[config.mk]
export PLATFORM = sky130hd
export DESIGN_NAME = fsp_top
export DESIGN_NICKNAME = d
export VERILOG_FILES = /design/src/rtl/fsp_pkg.sv /design/src/rtl/fsp_timer.sv /design/src/rtl/fsp_top.sv
export VERILOG_INCLUDE_DIRS = /design/src /design/src/rtl
export SDC_FILE = /design/constraint.sdc
export NUM_CORES = 2
export LEC_CHECK = 0
export ABC_AREA = 0
export BUFFER_PORTS_ARGS = -buffer_cell sky130_fd_sc_hd__buf_2
export CAP_MARGIN = 20
export CORE_MARGIN = 2
export CORE_UTILIZATION = 60
export DETAILED_ROUTE_END_ITERATION = 10
export GPL_TIMING_DRIVEN = 0
export PLACE_DENSITY_LB_ADDON = 0.1
export SYNTH_ARGS = -nofsm -noshare
export SYNTH_HDL_FRONTEND = slang
export SYNTH_HIERARCHICAL = 1
export SYNTH_SLANG_ARGS = --single-unit
[constraint.sdc]
create_clock -name pclk -period 3.9 [get_ports pclk]
set_clock_uncertainty 0.05 [all_clocks]
set_input_delay 0.78 -clock pclk [delete_from_list [all_inputs] [get_ports pclk]]
set_output_delay 0.78 -clock pclk [all_outputs]
set_load 0.05 [all_outputs]
[src/rtl/fsp_defs.svh]
// Constants for the flash self-programming sequencer: offsets, fields, codes, timing.
// Assumes a 10 MHz pclk and a 32-bit APB register bus.
`ifndef FSP_DEFS_SVH
`define FSP_DEFS_SVH

// Clock and programming time
`define FSP_CLK_KHZ        10000
`define FSP_OP_MIN_US      3700
`define FSP_OP_MAX_US      4500
`define FSP_OP_MIN_CYC     ((`FSP_OP_MIN_US * `FSP_CLK_KHZ + 999) / 1000)
`define FSP_OP_MAX_CYC     ((`FSP_OP_MAX_US * `FSP_CLK_KHZ) / 1000)
`define FSP_TMR_W          16
`define FSP_ARM_CYC        3'h4

// APB register byte offsets
`define FSP_OFS_CTRL       8'h00
`define FSP_OFS_PTR        8'h04
`define FSP_OFS_DATA       8'h08
`define FSP_OFS_EXEC       8'h0c
`define FSP_OFS_READ       8'h10
`define FSP_OFS_LOCK       8'h14
`define FSP_OFS_STAT       8'h18

// Control register bit positions
`define FSP_CB_EN          0
`define FSP_CB_IE          7

// Command codes in control bits 6..0 (bit 7 is the interrupt enable)
`define FSP_CMD_LOAD       7'h01
`define FSP_CMD_ERASE      7'h03
`define FSP_CMD_WRITE      7'h05
`define FSP_CMD_LOCK       7'h09
`define FSP_CMD_REEN       7'h11

// Pointer fields and memory layout
`define FSP_WORD_LSB       1
`define FSP_WORD_W         6
`define FSP_PAGE_LSB       7
`define FSP_PAGE_W         9
`define FSP_PAGE_WORDS     64
`define FSP_NO_READ_WHILE_WRITE_REGION_PAGE      9'h1c0
`define FSP_APP_VECTOR     15'h0000
`define FSP_BOOT_VECTOR    15'h3800
`define FSP_LOCK_RST       6'h3f
`define FSP_BUF_ERASED     16'hffff

`endif

[src/rtl/fsp_pkg.sv]
// Types shared by the flash self-programming sequencer.
// Assumes the constants header is compiled alongside.
package fsp_pkg;
    // Long operation under way on the flash array
    typedef enum logic [1:0] {
        FSP_OP_IDLE,
        FSP_OP_ERASE,
        FSP_OP_WRITE,
        FSP_OP_LOCK
    } fsp_op_t;
endpackage

[src/rtl/fsp_timer.sv]
// Programming timer: one start pulse, a done pulse after a fixed cycle count.
// Assumes start only arrives while idle.
`timescale 1ns/100ps
`include "fsp_defs.svh"
module fsp_timer #(
    parameter logic [`FSP_TMR_W-1:0] CYCLES = `FSP_TMR_W'(`FSP_OP_MIN_CYC)
) (
    // Clock and reset
    input  wire logic pclk,
    input  wire logic presetn,
    // Control
    input  wire logic start,
    output logic      done
);
    logic [`FSP_TMR_W-1:0] cnt_ff;

    // Count down from the start; done fires as the count reaches one
    always_ff @(posedge pclk or negedge presetn) begin
        if (!presetn) begin
            cnt_ff <= '0;
        end else if (start) begin
            cnt_ff <= CYCLES;
        end else if (cnt_ff != '0) begin
            cnt_ff <= cnt_ff - `FSP_TMR_W'(1);
        end
    end

    assign done = (cnt_ff == `FSP_TMR_W'(1));
endmodule

[src/rtl/fsp_top.sv]
// Flash self-programming sequencer: APB registers, page buffer, erase/write/lock timing.
// Assumes pclk at 10 MHz, fuse and EEPROM status from outside the clock domain,
// and a flash array that returns its data word combinationally, in the same cycle as the address.
//
// Summary of operation
// - Reset vector is 0x0000 with fuse at 1, boot loader vector with fuse at 0.
// - Fuse is an input only; nothing inside can change it.
// - Pointer upper bits pick the page, lower bits the word in the page.
// - Target page is latched at operation start; later pointer writes do not matter.
// - Lock-bit setting ignores the pointer entirely.
// - Program-memory reads use pointer bit 0 as byte select.
// - Buffer words may be loaded in any order.
// - Code x0000011 then store within four cycles erases the pointer's page.
// - Erase or write of the no-read-while-write region halts the core; others do not.
// - Code 00000001 then store within four cycles loads the data pair into a word.
// - Buffer clears after page write, on re-enable write, and on reset.
// - An EEPROM write during page loading discards the loaded buffer.
// - Code x0000101 then store within four cycles writes the buffer to the page.
// - Enabled interrupt stays high while the enable bit reads cleared.
// - Erase or write blocks region reads and holds the busy flag.
// - Writing the re-enable code clears the region-busy flag.
// - Code x0001001 then store programs lock bits whose data bits 5..0 are zero.
// - Lock programming never halts the core nor blocks reads.
// - During an EEPROM write, programming and lock reads are refused.
// - Without a store within four cycles, command and enable bits auto-clear.
// - Erase, write and lock operations each last between 3.7 ms and 4.5 ms.
// - Lock bits read zero when programmed and one when unprogrammed.
//
// Implementation choices: register access over APB and the register offsets.
`timescale 1ns/100ps
`include "fsp_defs.svh"
module fsp_top
    import fsp_pkg::*;
#(
    parameter logic [`FSP_TMR_W-1:0] OP_CYCLES = `FSP_TMR_W'(`FSP_OP_MIN_CYC)
) (
    // APB slave
    input  wire logic                   pclk,
    input  wire logic                   presetn,
    input  wire logic                   psel,
    input  wire logic                   penable,
    input  wire logic                   pwrite,
    input  wire logic [31:0]            paddr,
    input  wire logic [31:0]            pwdata,
    output logic                        pready,
    output logic [31:0]                 prdata,
    output logic                        pslverr,
    // Pins from outside the clock domain
    input  wire logic                   boot_reset_select_fuse,
    input  wire logic                   eeprom_write_active_bit,
    // Core side
    output logic [14:0]                 reset_vector,
    output logic                        reset_vector_valid,
    output logic                        cpu_halt,
    output logic                        rww_read_block,
    output logic                        spm_irq,
    // Flash array side
    output fsp_op_t                     flash_op,
    output logic [`FSP_PAGE_W-1:0]      flash_page,
    output logic [14:0]                 flash_rd_addr,
    input  wire logic [15:0]            flash_rdata,
    input  wire logic [`FSP_WORD_W-1:0] buf_idx,
    output logic [15:0]                 buf_data,
    output logic [5:0]                  lock_bits
);
    // Register decode, used by every register access
    function automatic logic hit(input logic [31:0] a, input logic [7:0] ofs);
        hit = (a[31:8] == 24'h000000) && (a[7:0] == ofs);
    endfunction

    // Page lies in the no-read-while-write region
    function automatic logic in_no_read_while_write_region(input logic [`FSP_PAGE_W-1:0] pg);
        in_no_read_while_write_region = (pg >= `FSP_NO_READ_WHILE_WRITE_REGION_PAGE);
    endfunction

    logic                   pready_ff, pslverr_ff;
    logic [31:0]            prdata_ff;
    logic                   fuse_m_ff, fuse_s_ff, eep_m_ff, eep_s_ff, eep_d_ff;
    logic [1:0]             boot_stage_ff;
    logic [14:0]            vector_ff;
    logic                   vector_valid_ff;
    logic [7:0]             ctrl_ff, nxt_ctrl;
    logic [2:0]             arm_cnt_ff;
    logic [15:0]            ptr_ff, data_ff;
    fsp_op_t                op_ff;
    logic [`FSP_PAGE_W-1:0] page_ff;
    logic                   halt_ff, rww_busy_ff, irq_ff;
    logic [5:0]             lock_ff, lock_req_ff;
    logic [14:0]            rd_addr_ff;
    logic [15:0]            buf_out_ff;
    logic [15:0]            buf_mem_ff [`FSP_PAGE_WORDS];
    logic [`FSP_PAGE_WORDS-1:0] buf_vld_ff;
    logic [31:0]            nxt_prdata;
    logic                   nxt_slverr;
    logic                   apb_done, wr_en, ctrl_wr, ctrl_ok, exec_wr, exec_go;
    logic                   start_erase, start_write, start_lock, start_load, start_op;
    logic                   reen_do, buf_clr, eep_rise, tmr_done, arm_timeout;
    logic [`FSP_PAGE_W-1:0] ptr_page;
    logic [`FSP_WORD_W-1:0] ptr_word;

    // Transfer completes at the edge that sees pready with psel and penable
    assign apb_done = psel & penable & pready_ff;
    assign wr_en    = apb_done & pwrite;
    assign ctrl_wr  = wr_en & hit(paddr, `FSP_OFS_CTRL);
    assign exec_wr  = wr_en & hit(paddr, `FSP_OFS_EXEC);
    // Control writes are dropped while EEPROM is busy or an operation runs
    assign ctrl_ok  = ctrl_wr & ~eep_s_ff & (op_ff == FSP_OP_IDLE);
    assign reen_do  = ctrl_ok & (pwdata[6:0] == `FSP_CMD_REEN);

    // Pointer fields: page in the upper bits, word in the lower
    assign ptr_page = ptr_ff[`FSP_PAGE_LSB +: `FSP_PAGE_W];
    assign ptr_word = ptr_ff[`FSP_WORD_LSB +: `FSP_WORD_W];

    // Store instruction counts only inside the arm window
    assign exec_go     = exec_wr & (arm_cnt_ff != 3'h0) & ctrl_ff[`FSP_CB_EN] & ~eep_s_ff;
    assign start_load  = exec_go & (ctrl_ff[6:0] == `FSP_CMD_LOAD);
    assign start_erase = exec_go & (ctrl_ff[6:0] == `FSP_CMD_ERASE);
    assign start_write = exec_go & (ctrl_ff[6:0] == `FSP_CMD_WRITE);
    assign start_lock  = exec_go & (ctrl_ff[6:0] == `FSP_CMD_LOCK);
    assign start_op    = start_erase | start_write | start_lock;
    assign arm_timeout = (arm_cnt_ff == 3'h1) & ~exec_go;
    assign eep_rise    = eep_s_ff & ~eep_d_ff;
    assign buf_clr     = reen_do | (tmr_done & (op_ff == FSP_OP_WRITE)) | eep_rise;

    // Operation timer shared by erase, write and lock programming
    fsp_timer #(.CYCLES(OP_CYCLES)) u_timer (
        .pclk    (pclk),
        .presetn (presetn),
        .start   (start_op),
        .done    (tmr_done)
    );

    // Pin synchronisers, plus a delayed copy for EEPROM edge detection
    always_ff @(posedge pclk or negedge presetn) begin
        if (!presetn) begin
            fuse_m_ff <= 1'b1;
            fuse_s_ff <= 1'b1;
            eep_m_ff  <= 1'b0;
            eep_s_ff  <= 1'b0;
            eep_d_ff  <= 1'b0;
        end else begin
            fuse_m_ff <= boot_reset_select_fuse;
            fuse_s_ff <= fuse_m_ff;
            eep_m_ff  <= eeprom_write_active_bit;
            eep_s_ff  <= eep_m_ff;
            eep_d_ff  <= eep_s_ff;
        end
    end

    // Reset vector chosen from the fuse once the synchroniser has settled
    always_ff @(posedge pclk or negedge presetn) begin
        if (!presetn) begin
            boot_stage_ff   <= 2'h0;
            vector_ff       <= `FSP_APP_VECTOR;
            vector_valid_ff <= 1'b0;
        end else if (boot_stage_ff != 2'h3) begin
            boot_stage_ff <= boot_stage_ff + 2'h1;
        end else if (!vector_valid_ff) begin
            // The fuse is only read, never written from here
            vector_ff       <= fuse_s_ff ? `FSP_APP_VECTOR : `FSP_BOOT_VECTOR;
            vector_valid_ff <= 1'b1;
        end
    end

    // Control register next value
    always_comb begin
        nxt_ctrl = ctrl_ff;
        if (ctrl_ok) begin
            nxt_ctrl = {pwdata[7], 2'b00, pwdata[4:0]};
            if (reen_do) begin
                nxt_ctrl[4:0] = 5'h00;
            end
        end else if (start_load || (exec_go && !start_op)) begin
            nxt_ctrl[4:0] = 5'h00;
        end else if (tmr_done) begin
            nxt_ctrl[4:0] = 5'h00;
        end else if (arm_timeout && op_ff == FSP_OP_IDLE) begin
            nxt_ctrl[4:0] = 5'h00;
        end
    end

    // Control register and interrupt level
    always_ff @(posedge pclk or negedge presetn) begin
        if (!presetn) begin
            ctrl_ff <= 8'h00;
            irq_ff  <= 1'b0;
        end else begin
            ctrl_ff <= nxt_ctrl;
            irq_ff  <= nxt_ctrl[`FSP_CB_IE] & ~nxt_ctrl[`FSP_CB_EN];
        end
    end

    // Arm window: four cycles from the control write to the store
    always_ff @(posedge pclk or negedge presetn) begin
        if (!presetn) begin
            arm_cnt_ff <= 3'h0;
        end else if (ctrl_ok && pwdata[`FSP_CB_EN] && !reen_do) begin
            arm_cnt_ff <= `FSP_ARM_CYC;
        end else if (exec_go) begin
            arm_cnt_ff <= 3'h0;
        end else if (arm_cnt_ff != 3'h0) begin
            arm_cnt_ff <= arm_cnt_ff - 3'h1;
        end
    end

    // Pointer and data pair, written freely by software
    always_ff @(posedge pclk or negedge presetn) begin
        if (!presetn) begin
            ptr_ff  <= 16'h0000;
            data_ff <= 16'h0000;
        end else begin
            if (wr_en && hit(paddr, `FSP_OFS_PTR)) begin
                ptr_ff <= pwdata[15:0];
            end
            if (wr_en && hit(paddr, `FSP_OFS_DATA)) begin
                data_ff <= pwdata[15:0];
            end
        end
    end

    // Operation sequencer: page latched at start, idle again on timer done
    always_ff @(posedge pclk or negedge presetn) begin
        if (!presetn) begin
            op_ff   <= FSP_OP_IDLE;
            page_ff <= '0;
        end else begin
            unique case (op_ff)
                FSP_OP_IDLE: begin
                    if (start_erase) begin
                        op_ff   <= FSP_OP_ERASE;
                        page_ff <= ptr_page;
                    end else if (start_write) begin
                        op_ff   <= FSP_OP_WRITE;
                        page_ff <= ptr_page;
                    end else if (start_lock) begin
                        op_ff <= FSP_OP_LOCK;
                    end
                end
                FSP_OP_ERASE, FSP_OP_WRITE, FSP_OP_LOCK: begin
                    if (tmr_done) begin
                        op_ff <= FSP_OP_IDLE;
                    end
                end
            endcase
        end
    end

    // Core halt only for erase or write aimed at the no-read-while-write region
    always_ff @(posedge pclk or negedge presetn) begin
        if (!presetn) begin
            halt_ff <= 1'b0;
        end else if ((start_erase || start_write) && in_no_read_while_write_region(ptr_page)) begin
            halt_ff <= 1'b1;
        end else if (tmr_done) begin
            halt_ff <= 1'b0;
        end
    end

    // Region-busy flag: set by erase or write, cleared by the re-enable code
    always_ff @(posedge pclk or negedge presetn) begin
        if (!presetn) begin
            rww_busy_ff <= 1'b0;
        end else if (start_erase || start_write) begin
            rww_busy_ff <= 1'b1;
        end else if (reen_do) begin
            rww_busy_ff <= 1'b0;
        end
    end

    // Lock bits: programmed where the low data register holds zero
    always_ff @(posedge pclk or negedge presetn) begin
        if (!presetn) begin
            lock_ff     <= `FSP_LOCK_RST;
            lock_req_ff <= `FSP_LOCK_RST;
        end else if (start_lock) begin
            lock_req_ff <= data_ff[5:0];
        end else if (tmr_done && op_ff == FSP_OP_LOCK) begin
            lock_ff <= lock_ff & lock_req_ff;
        end
    end

    // Temporary page buffer, one word per generate slice, loaded in any order
    generate
        for (genvar gi = 0; gi < `FSP_PAGE_WORDS; gi++) begin : g_buf
            always_ff @(posedge pclk or negedge presetn) begin
                if (!presetn) begin
                    buf_vld_ff[gi] <= 1'b0;
                    buf_mem_ff[gi] <= `FSP_BUF_ERASED;
                end else if (buf_clr) begin
                    buf_vld_ff[gi] <= 1'b0;
                    buf_mem_ff[gi] <= `FSP_BUF_ERASED;
                end else if (start_load && ptr_word == `FSP_WORD_W'(gi)) begin
                    buf_vld_ff[gi] <= 1'b1;
                    buf_mem_ff[gi] <= data_ff;
                end
            end
        end
    endgenerate

    // Flash-side read ports: buffer word and program-memory word address
    always_ff @(posedge pclk or negedge presetn) begin
        if (!presetn) begin
            buf_out_ff <= `FSP_BUF_ERASED;
            rd_addr_ff <= 15'h0000;
        end else begin
            buf_out_ff <= buf_mem_ff[buf_idx];
            rd_addr_ff <= ptr_ff[15:1];
        end
    end

    // APB read data and error decode
    always_comb begin
        nxt_prdata = 32'h00000000;
        nxt_slverr = 1'b0;
        if (hit(paddr, `FSP_OFS_CTRL)) begin
            nxt_prdata[7:0] = {ctrl_ff[7], rww_busy_ff, 1'b0, ctrl_ff[4:0]};
        end else if (hit(paddr, `FSP_OFS_PTR)) begin
            nxt_prdata[15:0] = ptr_ff;
        end else if (hit(paddr, `FSP_OFS_DATA)) begin
            nxt_prdata[15:0] = data_ff;
        end else if (hit(paddr, `FSP_OFS_EXEC)) begin
            nxt_prdata = 32'h00000000;
        end else if (hit(paddr, `FSP_OFS_READ)) begin
            // Byte select from pointer bit 0; blocked region reads fail
            nxt_prdata[7:0] = ptr_ff[0] ? flash_rdata[15:8] : flash_rdata[7:0];
            nxt_slverr      = rww_busy_ff & ~in_no_read_while_write_region(ptr_page);
        end else if (hit(paddr, `FSP_OFS_LOCK)) begin
            nxt_prdata[7:0] = {2'b11, lock_ff};
            nxt_slverr      = eep_s_ff;
        end else if (hit(paddr, `FSP_OFS_STAT)) begin
            nxt_prdata[3:0] = {vector_valid_ff, halt_ff, (op_ff != FSP_OP_IDLE), eep_s_ff};
        end else begin
            nxt_slverr = 1'b1;
        end
        if (pwrite) begin
            nxt_prdata = 32'h00000000;
        end
    end

    // One wait state: answer registered in the first access cycle
    always_ff @(posedge pclk or negedge presetn) begin
        if (!presetn) begin
            pready_ff  <= 1'b0;
            prdata_ff  <= 32'h00000000;
            pslverr_ff <= 1'b0;
        end else if (psel && penable && !pready_ff) begin
            pready_ff  <= 1'b1;
            prdata_ff  <= nxt_prdata;
            pslverr_ff <= nxt_slverr | (pwrite & (hit(paddr, `FSP_OFS_READ)
                          | hit(paddr, `FSP_OFS_LOCK) | hit(paddr, `FSP_OFS_STAT)));
        end else begin
            pready_ff  <= 1'b0;
            prdata_ff  <= 32'h00000000;
            pslverr_ff <= 1'b0;
        end
    end

    // Outputs straight from flip-flops
    assign pready             = pready_ff;
    assign prdata             = prdata_ff;
    assign pslverr            = pslverr_ff;
    assign reset_vector       = vector_ff;
    assign reset_vector_valid = vector_valid_ff;
    assign cpu_halt           = halt_ff;
    assign rww_read_block     = rww_busy_ff;
    assign spm_irq            = irq_ff;
    assign flash_op           = op_ff;
    assign flash_page         = page_ff;
    assign flash_rd_addr      = rd_addr_ff;
    assign buf_data           = buf_out_ff;
    assign lock_bits          = lock_ff;
endmodule
Word-level counts from Yosys, hierarchy flattened
Index checks and enable logic that the tools add are counted.
{"block": "classes", "add_sub_neg": 3, "mul": 0, "div": 0, "n_lt_le_gt_ge": 2, "eq_ne": 82, "shifts": 0, "muxes": 175, "n_bitwise": 38, "reduce_logical": 168}
{"op": "$mux 16", "count": 134}
{"op": "$eq 6x6->1 const B", "count": 32}
{"op": "$reduce_bool 2->1", "count": 69}
{"op": "$bmux 16 s6", "count": 1}
{"op": "$eq 6x5->1 const B", "count": 16}
{"op": "$logic_and 1x1->1", "count": 81}
{"op": "$mux 32", "count": 2}
{"op": "$eq 6x4->1 const B", "count": 8}
{"op": "$mux 8", "count": 5}
{"op": "$mux 5", "count": 5}
{"op": "$eq 6x3->1 const B", "count": 4}
{"op": "$eq 8x5->1 const B", "count": 3}
{"op": "$logic_not 24->1", "count": 1}
{"op": "$and 1x1->1", "count": 21}
{"op": "$mux 9", "count": 2}
{"op": "$eq 16x1->1 const B", "count": 1}
{"op": "$eq 8x4->1 const B", "count": 2}
{"op": "$reduce_bool 16->1", "count": 1}
{"op": "$sub 16x1->16 const B", "count": 1}
{"op": "$mux 14", "count": 1}
{"op": "$mux 1", "count": 13}
{"op": "$eq 6x2->1 const B", "count": 2}
{"op": "$mux 3", "count": 4}
{"op": "$mux 4", "count": 3}
{"op": "other kinds (31)", "count": 56}
{"block": "totals", "regBits": 1195, "latchBits": 0, "ram_bits": 0, "rom_bits": 0, "input_bits": 93, "output_inout_bits": 101, "word_cells": 558, "n_memories": 0}

Logic depth before layout (Yosys ltp)
{"block": "depth", "ltp_word": 17, "depth_mapped": 11, "ltp_nobuf": 11}

Hierarchy
Netlist, hierarchy kept.
{"mod": "fsp_top", "instances": 1, "cells_per_inst": 5438, "area_each_um2": 56299.0, "seq_area_each_um2": 30071.3}
{"mod": "fsp_timer", "instances": 1, "cells_per_inst": 101, "area_each_um2": 930.9, "seq_area_each_um2": 400.4}

Least setup slack after synthesis
No wires, ideal clock.
{"block": "synth_path", "path_kind": "in2reg", "from": "input port paddr[20]", "to": "register u_timer.cnt_ff[10]", "setup_time_ps": 78, "arrival_time_ps": 2846, "required_ps": 3772, "setup_slack_ps": 926, "cell_stages": 9, "n_path_buf": 0, "cell_sequence": "nor4_1 -> nand4_1 -> nor4b_4 -> nand2_1 -> nor2_1 -> or4_1 -> nor3_1 -> or4_1 -> a21oi_1"}
{"block": "synth_via", "elab_chain_cells": 10, "word_cells_on_any_way": 13, "cone_classes": "1 x mux; 9 x bitwise; 3 x reduce/logical"}
{"item": "start, declared", "line": "fsp_top.sv:43", "text": "input wire logic [31:0] paddr,"}
{"item": "$logic_not 24->1 (*)", "line": "fsp_top.sv:68", "text": "hit = (a[31:8] == 24'h000000) && (a[7:0] == ofs);"}
{"item": "$logic_and 1x1->1 (*)", "line": "fsp_top.sv:68"}
{"item": "$and 1x1->1 (*)", "line": "fsp_top.sv:105", "text": "assign exec_wr = wr_en & hit(paddr, `FSP_OFS_EXEC);"}
{"item": "$and 1x1->1 (*) (3 in series)", "line": "fsp_top.sv:115", "text": "assign exec_go = exec_wr & (arm_cnt_ff != 3'h0) & ctrl_ff[`FSP_CB_EN] & ~eep_s_ff;"}
{"item": "$and 1x1->1 (on tied branches)", "line": "fsp_top.sv:117, fsp_top.sv:118"}
{"item": "$or 1x1->1", "line": "fsp_top.sv:120", "text": "assign start_op = start_erase | start_write | start_lock;"}
{"item": "$or 1x1->1 (*)", "line": "fsp_top.sv:120"}
{"item": "net start_op", "line": "fsp_top.sv:96", "text": "logic start_erase, start_write, start_lock, start_load, start_op;"}
{"item": "$mux 16 or $reduce_bool 2->1 (tied branches)"}
{"item": "end signal, assigned", "line": "fsp_timer.sv:24", "text": "cnt_ff <= cnt_ff - `FSP_TMR_W'(1);"}
{"item": "end, declared", "line": "fsp_timer.sv:15", "text": "logic [`FSP_TMR_W-1:0] cnt_ff;"}
The timed path passes the listed nets; every way through them passes the cells marked *.
A chain may end at the register's enable or synchronous reset.

Worst setup path after layout
{"block": "layout_path", "from": "input port buf_idx[1]", "to": "register buf_out_ff[11] (netlist: buf_data[11])"}
{"block": "layout_via", "elab_chain_cells": 4}
{"item": "start, declared", "line": "fsp_top.sv:62", "text": "input wire logic [`FSP_WORD_W-1:0] buf_idx,"}
{"item": "$not 6->7 (implied by the code)", "line": "fsp_top.sv:306", "text": "buf_out_ff <= buf_mem_ff[buf_idx];"}
{"item": "$bmux 16 s6", "line": "fsp_top.sv:306"}
{"item": "$mux 16 (implied by the code) (2 in series)", "line": "fsp_top.sv:306"}
{"item": "end signal, assigned", "line": "fsp_top.sv:303", "text": "buf_out_ff <= `FSP_BUF_ERASED;"}
{"item": "end signal, assigned", "line": "fsp_top.sv:306"}
{"item": "end, declared", "line": "fsp_top.sv:90", "text": "logic [15:0] buf_out_ff;"}
No other way between the ends. The select of a mux whose other input is x is not followed.

==> impl_metrics.json <==
{
  "status": "complete, but fails checks",
  "violations": "negative hold slack, negative setup slack",
  "drive_gt1_share_pct": 37.6,
  "crit_path_cell_trace": "clkbuf_1 > clkbuf_1 > mux4_2 > a22oi_1 > nand2_1 > a22oi_1 > o221ai_1",
  "die_width_um": 313,
  "cp-end-kind": "flop",
  "grt.met3_usage_pct": 14.6,
  "place_congestion": 1.03,
  "num_rows": 113,
  "dp.cells": 7000,
  "synthDistinctLibCells": 69,
  "worst_slack_ns": -0.190,
  "drt_iter0_markers": 5774,
  "io_pins": 194,
  "grt_pass1_wl_um": 302000,
  "final_nets": 5961,
  "grt_max_degree": 178,
  "cts_buffers": 120,
  "grt_use_total_pct": 41.8,
  "grt_pass1_vias": 46000,
  "p_leak_nw": 28.3,
  "power_density_mw_per_mm2": 404,
  "min_path_type": "in2async",
  "syn2layout_area_growth_pct": 12.5,
  "drt_pass1_iterations": 6,
  "synthCells": 5539,
  "postLayoutCoreUtil_pct": 68.0,
  "cp_num_buf_inv": 2,
  "vias_per_cell": 6.49,
  "ctsRootBufferMaster": "clkbuf_16",
  "cts_tree": "yes",
  "critPathTopFamily": "buffers and inverters",
  "power.total_mw": 26.0,
  "crit_required_ns": 4.38,
  "gr-max-usage-layer": "met2",
  "grt_use_met2_pct": 61.5,
  "finalHoldViolCount": 7,
  "portBuffers": 146,
  "clkLatencyLatePin_ns": 0.76,
  "cp-start-kind": "input port",
  "synth_compound_area_share_pct": 8.24,
  "synth-edff-count": 0,
  "dp_hpwl_um": 146000,
  "layout_min_cycle_time_ns": 4.09,
  "drv_slew": 0,
  "synthTopCellsByArea": "dfstp_2 (48%), nand2_1 (12%), mux4_2 (10%)",
  "numClockSinks": 1165,
  "drt_wl_total_um": 204000,
  "antenna_found_initial": 9,
  "drc": 0,
  "grtUsageMet1_pct": 54.3,
  "cp.arrival_ns": 4.57,
  "slew_headroom_pct": 15.7,
  "max_cap_violations": 0,
  "path_clk_slew_ns": 0.06,
  "syn_area_mm2": 0.0572,
  "synth_top_family_by_area": "simple AND/OR/NAND/NOR gates",
  "ys_async_sr_fraction_pct": 100,
  "tightest_slew_ns": 1.26,
  "chipHeight_um": 313,
  "fmax_mhz": 245,
  "ys_seq_elements": 1165,
  "clock_path_buffers": 3,
  "synth_area_per_cell_um2": 10.3,
  "ys_warn_count": 6,
  "rsz0062_at_grt": "false",
  "cpPeakStageDelay_ns": 0.87,
  "ant_nets": 0,
  "crit_fanout": 10,
  "yosys.area_share.simple_pct": 22.4,
  "overflow": 0,
  "synthXorXnorAreaFrac_pct": 0.0612,
  "initial_core_util_pct": 60.4,
  "synthAdderAreaFrac_pct": 0.131,
  "yosysTopAreaCellShare_pct": 48.4,
  "ys_seq_area_share_pct": 53.2,
  "wl_per_cell_um": 28.2,
  "finalSetupViolations": 2,
  "fin_cells": 7239,
  "holdWs_ns": -0.0224,
  "routed-via-count": 47000,
  "finalCritPeriodShare_pct": 105,
  "ir_worst_vdd_uv": 431,
  "dieArea_mm2": 0.0979,
  "cts_max_level": 3,
  "synthMuxAreaShare_pct": 11.1,
  "path_class": "in2reg",
  "slowest_stage": "clkbuf_1",
  "synth.largest_area_cell": "dfstp_2",
  "synthFlopType": "dfstp_2",
  "postCtsSetupBuffers": 0,
  "core_area_mm2": 0.0947
}
area by class of cell:
class,count,area (µm²)
clock buffers,174,3590
clock inverters,51,607
fillers,7265,30300
plain buffers,583,2700
repair buffers,174,1230
inverters,19,71.3
flip-flops and latches,1165,30500
well taps,1265,1580
diodes,9,22.5
multi-input cells,3799,24100
stage by stage:
stage | instance area (µm²) | worst slack [ns] | setup TNS (ns)
floorplan | 57300 | 0.926 | 0
global placement | 59600 | -22.55 | -
detailed placement | 60100 | -0.517 | -12.70
CTS | 64300 | 0.133 | 0
global route | 64400 | 0.0626 | 0
finish | 64400 | -0.190 | -0.282
where the power goes:
group / leakage, nW / internal (mW) / switching, mW / total [mW]
logic: 13.7 / 0.357 / 1.12 / 1.48
registers: 12.5 / 12.2 / 0.0108 / 12.2
clock network: 2.08 / 7.11 / 5.19 / 12.3
total: 28.3 / 19.7 / 6.32 / 26.0
sequential cells by signal, indices dropped and copies added (netlist names), 3 cells and up:
register / count
prdata: 16
flash_rd_addr: 15
ptr_ff: 16
ctrl_ff: 6
lock_req_ff: 6
data_ff: 16
buf_data: 16
lock_bits: 6
arm_cnt_ff: 3
u_timer/cnt_ff: 16
buf_mem_ff: 1024
flash_page: 9
cells in the mapped netlist, types with 3 or more instances:
| master | n |
|---|---|
| o22ai_1 | 8 |
| xnor2_1 | 4 |
| nor3b_1 | 3 |
| o211ai_2 | 163 |
| ha_1 | 6 |
| nand4_1 | 4 |
| mux2_2 | 46 |
| buf_1 | 20 |
| and4_1 | 4 |
| inv_1 | 18 |
| a221oi_1 | 34 |
| nand2_1 | 1871 |
| or4_1 | 9 |
| and2_1 | 6 |
| dfstp_2 | 1054 |
| o221ai_1 | 16 |
| or3_1 | 51 |
| nor4_1 | 12 |
| clkbuf_1 | 278 |
| a22oi_1 | 91 |
| a22o_1 | 37 |
| nand3_1 | 802 |
| nor2b_1 | 19 |
| buf_4 | 52 |
| mux2i_1 | 8 |
| nand2b_1 | 3 |
| mux4_2 | 256 |
| o211ai_1 | 93 |
| o21ai_0 | 22 |
| a31oi_1 | 3 |
| o21a_1 | 6 |
| nor2_1 | 42 |
| buf_2 | 231 |
| nor3_2 | 38 |
| a21oi_1 | 22 |
| nor3_1 | 23 |
| dfrtp_1 | 111 |
| a211oi_1 | 4 |
| and3_1 | 24 |
| o31ai_1 | 7 |
| nor4_4 | 3 |
final timing paths:
check / from / to / slack [ns] / cells after the start
setup reg to reg: u_timer/cnt_ff[10] / buf_mem_ff[47] / 0.07 / 10
hold / removal: presetn / flash_rd_addr[7] / -0.02 / 1
min in group pclk: boot_reset_select_fuse / fuse_m_ff / 0.09 / 1
max in group asynchronous: presetn / buf_mem_ff[190] / 1.45 / 4
hold reg to reg: fuse_m_ff / fuse_s_ff / 0.31 / 0
setup / recovery: buf_idx[1] / buf_data[11] / -0.19 / 7
what timing repair did:
action	in CTS	in global routing
hold endpoints to repair	0	0
endpoints found under the setup margin	0	10
gates resized for setup	0	2
hold buffers	0	0
kinds of logic after synthesis:
group           count (synthesis)
simple gates                 2932
flops                        1165
buf+inv                       602
compound gates                519
mux                           310
fa+ha+maj                       6
xor+xnor                        4
other cells                     1
layer usage:
layer / vias to the layer above / share of wire (%)
li1: 19900 / -
met1: 23700 / 37
met2: 2789 / 44
met3: 649 / 12
met4: 8 / 6.6
met5: - / 0.027
cells in the final DEF (no fill, tap or decap), types with 23 or more instances in the layout:
cell type,Yosys,final
nand2_1,1871,1871
dfstp_2,1054,1054
nand3_1,802,802
buf_2,231,377
clkbuf_1,278,295
mux4_2,256,256
o211ai_2,163,163
clkbuf_16,0,123
dfrtp_1,111,111
o211ai_1,93,93
a22oi_1,91,91
buf_4,52,52
or3_1,51,51
mux2_2,46,46
nor2_1,42,42
nor3_2,38,38
a22o_1,37,37
a221oi_1,34,34
clkbuf_8,0,32
conb_1,1,28
clkinv_2,0,25
and3_1,24,24
nor3_1,23,23
(Power assumes the default switching activity.)
